## config.mk

```make
export PLATFORM = sky130hd
export DESIGN_NAME = tdrp_regs
export DESIGN_NICKNAME = d
export VERILOG_FILES = /design/src/hw/tdrp_pkg.sv /design/src/hw/tdrp_reg16.sv /design/src/hw/tdrp_drv_sel.sv /design/src/hw/tdrp_regs.sv
export SDC_FILE = /design/constraint.sdc
export NUM_CORES = 1
export LEC_CHECK = 0
export BUFFER_PORTS_ARGS = -buffer_cell sky130_fd_sc_hd__buf_2
export CAP_MARGIN = 20
export CORE_MARGIN = 2
export CORE_UTILIZATION = 52
export CTS_BUF_LIST = sky130_fd_sc_hd__clkbuf_8
export CTS_CLUSTER_DIAMETER = 40
export DETAILED_ROUTE_END_ITERATION = 7
export PLACE_DENSITY = 0.78
export SYNTH_ARGS = -nofsm -noshare
export SYNTH_HDL_FRONTEND = slang
export SYNTH_HIERARCHICAL = 1
export SYNTH_SLANG_ARGS = --single-unit
```

## constraint.sdc

```tcl
create_clock -name mclk -period 2.2 [get_ports mclk]
set_input_delay 0.33 -clock mclk [delete_from_list [all_inputs] [get_ports mclk]]
set_output_delay 0.33 -clock mclk [all_outputs]
set_load 0.02 [all_outputs]
```

## src/hw/tdrp_pkg.sv

```systemverilog
// Package: offsets, field layouts and reset values of the trace driver rate registers
package tdrp_pkg;

   // ************************************************************
   // Register map (word addresses of the serial control port)
   // ************************************************************
   localparam int          TDRP_AW           = 12;
   localparam int          TDRP_DW           = 16;
   localparam logic [11:0] TDRP_OUT0_HD_EMPH = 12'h02e;
   localparam logic [11:0] TDRP_OUT0_HD_SWNG = 12'h02f;
   localparam logic [11:0] TDRP_OUT1_3G_EMPH = 12'h030;
   localparam logic [11:0] TDRP_OUT1_3G_SWNG = 12'h031;

   // ************************************************************
   // Field positions
   // ************************************************************
   localparam int WIDTH_LSB = 8;
   localparam int WIDTH_MSB = 12;
   localparam int OFF_BIT   = 6;
   localparam int LEVEL_LSB = 0;
   localparam int LEVEL_MSB = 5;
   localparam int SWING_LSB = 8;
   localparam int SWING_MSB = 13;

   // ************************************************************
   // Reset values
   // ************************************************************
   localparam logic [4:0]  WIDTH_RST     = 5'h02;
   localparam logic        OFF_RST       = 1'h0;
   localparam logic [5:0]  LEVEL_RST     = 6'h01;
   localparam logic [5:0]  SWING_RST     = 6'h11;   // Nominal 400 mV ppd
   localparam logic [15:0] EMPH_REG_RST  = 16'h0201;
   localparam logic [15:0] SWING_REG_RST = 16'h1170;

   // Rate selection of the retimer
   typedef enum logic [1:0] {
      TDRP_RATE_OTHER = 2'b00,
      TDRP_RATE_HD    = 2'b01,
      TDRP_RATE_3G    = 2'b10
   } tdrp_rate_e;

endpackage

```

## src/hw/tdrp_reg16.sv

```systemverilog
// One 16-bit read/write register with a reset value
`timescale 1ns/1ns
`default_nettype none
module tdrp_reg16 #(
   parameter logic [15:0] RST_VAL = 16'h0000
) (
   input  wire logic        mclk,
   input  wire logic        rst_b,
   input  wire logic        wr_en,
   input  wire logic [15:0] wr_data,
   output logic      [15:0] value
);

   // Whole word is stored, reserved bits included
   always_ff @(posedge mclk) begin
      if (!rst_b) begin
         value <= RST_VAL;
      end else if (wr_en) begin
         value <= wr_data;
      end
   end

endmodule
`default_nettype wire

```

## src/hw/tdrp_drv_sel.sv

```systemverilog
// Picks the active driver settings of one output by line rate
`timescale 1ns/1ns
`default_nettype none
module tdrp_drv_sel
   import tdrp_pkg::*;
(
   input  wire logic            mclk,
   input  wire logic            rst_b,
   input  wire tdrp_pkg::tdrp_rate_e rate,
   input  wire logic            rate_match,
   input  wire logic [15:0]     emph_reg,
   input  wire logic [15:0]     swing_reg,
   output logic      [4:0]      pulse_width,
   output logic                 emph_off,
   output logic      [5:0]      emph_level,
   output logic      [5:0]      swing_level
);

   // Matching rate applies the stored set; otherwise the last applied settings are held
   always_ff @(posedge mclk) begin
      if (!rst_b) begin
         pulse_width <= WIDTH_RST;
         emph_off    <= OFF_RST;
         emph_level  <= LEVEL_RST;
         swing_level <= SWING_RST;
      end else if (rate_match && rate != TDRP_RATE_OTHER) begin
         pulse_width <= emph_reg[WIDTH_MSB:WIDTH_LSB];
         emph_off    <= emph_reg[OFF_BIT];
         emph_level  <= emph_reg[LEVEL_MSB:LEVEL_LSB];
         swing_level <= swing_reg[SWING_MSB:SWING_LSB];
      end
   end

endmodule
`default_nettype wire

```

## src/hw/tdrp_regs.sv

```systemverilog
// Trace driver per-rate parameter registers for two serial outputs
`timescale 1ns/1ns
`default_nettype none
module tdrp_regs
   import tdrp_pkg::*;
(
   input  wire logic                    mclk,
   input  wire logic                    rst_b,
   input  wire logic                    reg_wr,
   input  wire logic                    reg_rd,
   input  wire logic [TDRP_AW-1:0]      reg_addr,
   input  wire logic [TDRP_DW-1:0]      reg_wdata,
   output logic      [TDRP_DW-1:0]      reg_rdata,
   output logic                         reg_hit,
   input  wire tdrp_pkg::tdrp_rate_e    out0_rate,
   input  wire tdrp_pkg::tdrp_rate_e    out1_rate,
   output logic      [4:0]              out0_hd_pulse_width,
   output logic                         out0_hd_emph_off,
   output logic      [5:0]              out0_hd_emph_level,
   output logic      [5:0]              out0_hd_swing_level,
   output logic      [4:0]              out1_3g_pulse_width,
   output logic                         out1_3g_emph_off,
   output logic      [5:0]              out1_3g_emph_level,
   output logic      [5:0]              out1_3g_swing_level
);

   // ************************************************************
   // Address decode
   // ************************************************************
   wire logic [3:0] sel;
   assign sel[0] = reg_addr == TDRP_OUT0_HD_EMPH;
   assign sel[1] = reg_addr == TDRP_OUT0_HD_SWNG;
   assign sel[2] = reg_addr == TDRP_OUT1_3G_EMPH;
   assign sel[3] = reg_addr == TDRP_OUT1_3G_SWNG;

   wire logic [TDRP_DW-1:0] regs [4];

   // ************************************************************
   // Storage: reset words hold each field default
   // ************************************************************
   // Field defaults of pulse width, power down and amplitude
   tdrp_reg16 #(.RST_VAL(EMPH_REG_RST)) u_out0_hd_emph (
      .mclk    (mclk),
      .rst_b   (rst_b),
      .wr_en   (reg_wr && sel[0]),
      .wr_data (reg_wdata),
      .value   (regs[0])
   );
   // Swing default 11h gives nominal 400 mV ppd
   tdrp_reg16 #(.RST_VAL(SWING_REG_RST)) u_out0_hd_swng (
      .mclk    (mclk),
      .rst_b   (rst_b),
      .wr_en   (reg_wr && sel[1]),
      .wr_data (reg_wdata),
      .value   (regs[1])
   );
   tdrp_reg16 #(.RST_VAL(EMPH_REG_RST)) u_out1_3g_emph (
      .mclk    (mclk),
      .rst_b   (rst_b),
      .wr_en   (reg_wr && sel[2]),
      .wr_data (reg_wdata),
      .value   (regs[2])
   );
   tdrp_reg16 #(.RST_VAL(SWING_REG_RST)) u_out1_3g_swng (
      .mclk    (mclk),
      .rst_b   (rst_b),
      .wr_en   (reg_wr && sel[3]),
      .wr_data (reg_wdata),
      .value   (regs[3])
   );

   // ************************************************************
   // Read port: full word, reserved bits as written
   // ************************************************************
   wire logic [TDRP_DW-1:0] rd_mux;
   assign rd_mux = sel[0] ? regs[0] :
                   sel[1] ? regs[1] :
                   sel[2] ? regs[2] :
                   sel[3] ? regs[3] : 16'h0000;

   // Registered read data, one cycle after the read strobe
   always_ff @(posedge mclk) begin
      if (!rst_b) begin
         reg_rdata <= 16'h0000;
         reg_hit   <= 1'b0;
      end else if (reg_rd) begin
         reg_rdata <= rd_mux;
         reg_hit   <= |sel;
      end
   end

   // ************************************************************
   // Driver settings per output and rate
   // ************************************************************
   wire logic out0_hd;
   wire logic out1_3g;
   assign out0_hd = out0_rate == TDRP_RATE_HD;
   assign out1_3g = out1_rate == TDRP_RATE_3G;

   // Output 0 follows the HD set only while at HD rate
   tdrp_drv_sel u_out0_sel (
      .mclk        (mclk),
      .rst_b       (rst_b),
      .rate        (out0_rate),
      .rate_match  (out0_hd),
      .emph_reg    (regs[0]),
      .swing_reg   (regs[1]),
      .pulse_width (out0_hd_pulse_width),
      .emph_off    (out0_hd_emph_off),
      .emph_level  (out0_hd_emph_level),
      .swing_level (out0_hd_swing_level)
   );

   // Output 1 follows the 3G set only while at 3G rate
   tdrp_drv_sel u_out1_sel (
      .mclk        (mclk),
      .rst_b       (rst_b),
      .rate        (out1_rate),
      .rate_match  (out1_3g),
      .emph_reg    (regs[2]),
      .swing_reg   (regs[3]),
      .pulse_width (out1_3g_pulse_width),
      .emph_off    (out1_3g_emph_off),
      .emph_level  (out1_3g_emph_level),
      .swing_level (out1_3g_swing_level)
   );

endmodule
`default_nettype wire

```

Word-level counts from Yosys, hierarchy flattened

Cells that the tools add are included.

Bits in registers: 117
Output and inout bits: 53

Equal/unequal tests: 6
Muxes and demuxes: 4
Reduce and logical (&&, ||, !) cells: 9

Operator list:

| operator                                        | count |
|---|---|
| two-way mux 16 bit                              | 4 |
| == test 12 x 6 -> 1 bit (second input constant) | 4 |
| logical AND 1 bit                               | 6 |
| nonzero test 2 bit                              | 2 |
| OR reduction 4 bit                              | 1 |
| == test 2 x 1 -> 1 bit (second input constant)  | 1 |
| == test 2 bit (second input constant)           | 1 |

Logic depth before layout (Yosys ltp)

Depth in word-level cells: 5
Gate-level depth with buffers: 8
Gate-level depth less buffers: 5

Modules after synthesis

The synthesis kept the hierarchy.

Modules (own cells, without submodules):

| module                          | instances | cells each | area each (µm²) |
|---|---|---|---|
| tdrp_drv_sel                    | 2         | 78         | 730.7 |
| tdrp_regs                       | 1         | 158        | 1350.0 |
| tdrp_reg16 (u_out0_hd_emph ...) | 2         | 51         | 610.6 |
| tdrp_reg16 (u_out0_hd_swng ...) | 2         | 51         | 603.1 |

Worst setup path after synthesis

No wires, ideal clock.

Path type: input-to-reg
Start point: input reg_addr[9]
End point: register u_out0_hd_emph.value[0]
Setup time: 0.124 ns
Data arrival time: 2.104 ns
Required time: 2.076 ns
Setup slack: -0.028 ns
Cell stages on the path: 8
Path buffers: 3
Cells stage by stage: or4_4 > nor4_4 > buf_6 > and3b_2 > buf_6 > buf_12 > mux2i_1 > nand2_1

Word-level cells in the longest chain between the ends: 2

RTL lines:

| element                 | RTL line         | text |
|---|---|---|
| from (decl)             | tdrp_regs.sv:11  | `input wire logic [TDRP_AW-1:0] reg_addr,` |
| == test 12 x 6 -> 1 bit | tdrp_regs.sv:31  | `assign sel[0] = reg_addr == TDRP_OUT0_HD_EMPH;` |
| logical AND 1 bit       | tdrp_regs.sv:45  | `.wr_en (reg_wr && sel[0]),` |
| to (signal assigned)    | tdrp_reg16.sv:19 | `value <= wr_data;` |
| to (decl)               | tdrp_reg16.sv:11 | `output logic [15:0] value` |

No other way between the ends.
A chain may end at the register's enable or synchronous reset.

Worst setup path in the final report

Start point: input reg_addr[3]
End point: register u_out1_3g_emph.value[12]

Word-level cells in the longest chain between the ends: 2

RTL lines:

| element                 | RTL line         | text |
|---|---|---|
| == test 12 x 6 -> 1 bit | tdrp_regs.sv:33  | `assign sel[2] = reg_addr == TDRP_OUT1_3G_EMPH;` |
| logical AND 1 bit       | tdrp_regs.sv:60  | `.wr_en (reg_wr && sel[2]),` |
| to (signal assigned)    | tdrp_reg16.sv:19 |  |
| to (decl)               | tdrp_reg16.sv:11 |  |

No other way between the ends.

==> out/results.ini <==
[outcome]
status = finished clean

[power_and_ir_drop]
power.total_mw = 4.31
leakage_nw = 2.31
ir_drop_v = 0.000324
p_per_area_nw_per_um2 = 703

[sta]
hold_ws_ns = 0.209
finalHoldViolCount = 0
max_slew_margin = 0.485
finalMaxSlewViolations = 0
fin_crit_ns = 1.68
clock.fmax_mhz = 594
setup-tns-final_ns = 0
timing.final.crit_share = 0.765
skew_ns = 0.00890
tightest_slew_ns = 0.773
setup_violations = 0
rsz0062_at_grt = false

[clock_tree]
cts_tree = done
htree_levels = 4
post_cts.repair.setup_buffers = 0
root_buffer = clkbuf_8
cts_buffers = 17
cts_buffer_depth = 2
path_clk_slew_ns = 0.07
worstSkewPairLatency_ns = 0.42
hold_buffers = 0
cts_resized = 0
clock-sinks = 117

[floorplanning]
core_area_um2 = 9770
initial_utilization = 0.536
die_y_um = 104
die_area_um2 = 10900
pin_count = 89
num_rows = 36
fp.dieW_um = 104

[grt]
grt_pass1_wl_um = 19600
grt_pass1_vias = 4009
grt.total_usage = 0.226
grt_max_degree = 79
overflow = 0
antenna_found_initial = 0

[layout]
syn_to_final_growth_pct = 17.2
finalNonFillerCells = 752
nFillCells = 828
most-common-layout-cells = dfxtp_1, mux2i_1, buf_2
drive_gt1_frac = 0.250
n_antenna_cell = 0
fin_nets = 642
final_common_cell = dfxtp_1

[synth]
synth_cell_types = 31
ys_warn_count = 6
synth_edf_count = 0
synth_nets = 554
synth-seq-cells = 117
synth.avg_cell_area_um2 = 10.1
syn-cell-area_um2 = 5240
synth_ff_type = dfxtp_1
async_flop_share = 0
yosysSeqAreaShare = 0.447
syn_inst = 518

[placement]
gp_congestion = 0.872
placedCellCount = 720
hpwl_um = 8150
io_buffers = 88

[critical_path]
crit_type = input pin to flop
critPathSlowestCell = or4b_1
crit_buf_inv = 2
crit_family = simple AND/OR/NAND/NOR gates
critPathCaptureType = flop
required_ns = 2.51
arrival_ns = 1.99
path_max_fanout = 16
critical-path-max-stage-delay_ns = 0.57
cp-start-kind = input pin
path_cells = buf_2 > or4b_1 > nor3_4 > and3b_1 > buf_12 > mux2i_1 > nor2b_1

[routing]
drc_errors = 0
via_per_inst = 5.28
wl_per_cell_um = 16.0
drt-pass1-iter-count = 4
routed_wl_um = 12000
num_vias = 3972
antenna_left = 0
first_iter_violations = 250

[flow_run]
maxCapViolations = 0

[worst_hold_path]
hold_class = input pin to flop

==> sequential cells by signal, indices dropped and copies added, names as in the netlist, 5 cells and up <==
name / count
u_out0_hd_swng/value: 16
u_out0_sel/pulse_width: 5
u_out0_sel/emph_level: 6
u_out1_sel/pulse_width: 5
reg_rdata: 16
u_out0_hd_emph/value: 16
u_out1_3g_emph/value: 16
u_out1_sel/emph_level: 6
u_out1_sel/swing_level: 6
u_out1_3g_swng/value: 16
u_out0_sel/swing_level: 6
==> power by group <==
group	leakage, nW	switching [mW]	internal [mW]
logic	1.15	0.146	0.0921
registers	0.944	0.00420	2.13
clock network	0.207	0.836	1.11
==> layer usage <==
layer | track usage | wire (um) | up-vias
met5 | 0 | 0 | -
met1 | 0.289 | 5350 | 1852
li1 | - | - | 1971
met3 | 0.0652 | 814 | 17
met2 | 0.363 | 5660 | 132
met4 | 0.0792 | 162 | 0
==> cell usage after synthesis (2+ instances only) <==
library cell  count  area (um^2)
buf_12            6          120
nor3_4            2         32.5
nor2b_1          53          332
nand2b_1         16          100
clkbuf_1         17         63.8
nor2_1           17         63.8
dfxtp_1         117         2340
nand2_1          70          263
o21a_1            2         15.0
and2_1           16          100
inv_1             8         30.0
a211oi_1         16          120
a221oi_1         16          140
buf_6             8         90.1
o211ai_1         16          120
o21ai_0          17         85.1
mux2_2           16          180
mux2i_1          92          921
==> worst min-delay path, delay by kind of cell <==
kind / cells / cell delay, ns
multiplexers: 1 / 0.08
buffers and inverters: 1 / 0.13
AND/OR/NAND/NOR: 1 / 0.06
==> area by class of cell <==
type,count,area [um^2],share of cell area
Clock buffer,21,289,0.0471
Timing Repair Buffer,102,623,0.101
Multi-Input combinational cell,360,2580,0.420
Sequential cell,117,2340,0.381
Tap cell,133,166,0.0271
Clock inverter,11,109,0.0177
Inverter,8,30.0,0.00489
==> kinds of logic (layout without fill, tap and decap cells) <==
logic type	Yosys count	after routing	synth area share
compound gates	68	68	0.0927
buf+inv	41	142	0.0604
flops	117	117	0.447
mux	108	108	0.210
simple gates	184	184	0.190
==> final timing paths <==
check	startpoint	slack, ns	end	cells past startpoint
worst max-delay path	reg_addr[3]	0.52	u_out1_3g_emph/value[12]	7
worst min-delay path	reg_wdata[6]	0.21	u_out1_3g_swng/value[6]	3
worst max register to register	u_out1_3g_swng/value[12]	1.08	reg_rdata[12]	3
worst min register to register	u_out1_sel/pulse_width[3]	0.45	u_out1_sel/pulse_width[3]	2
==> stage by stage <==
stage / instance area, um^2 / util / setup WS [ns]
6_report: 6140 / 0.628 / 0.518
3_3_place_gp: 5740 / 0.587 / 0.171
2_1_floorplan: 5240 / - / -0.0267
5_1_grt: 6140 / 0.628 / 0.453
3_5_place_dp: 5740 / 0.587 / 0.0861
4_1_cts: 6140 / 0.628 / 0.524
(Power assumes the default switching activity.)
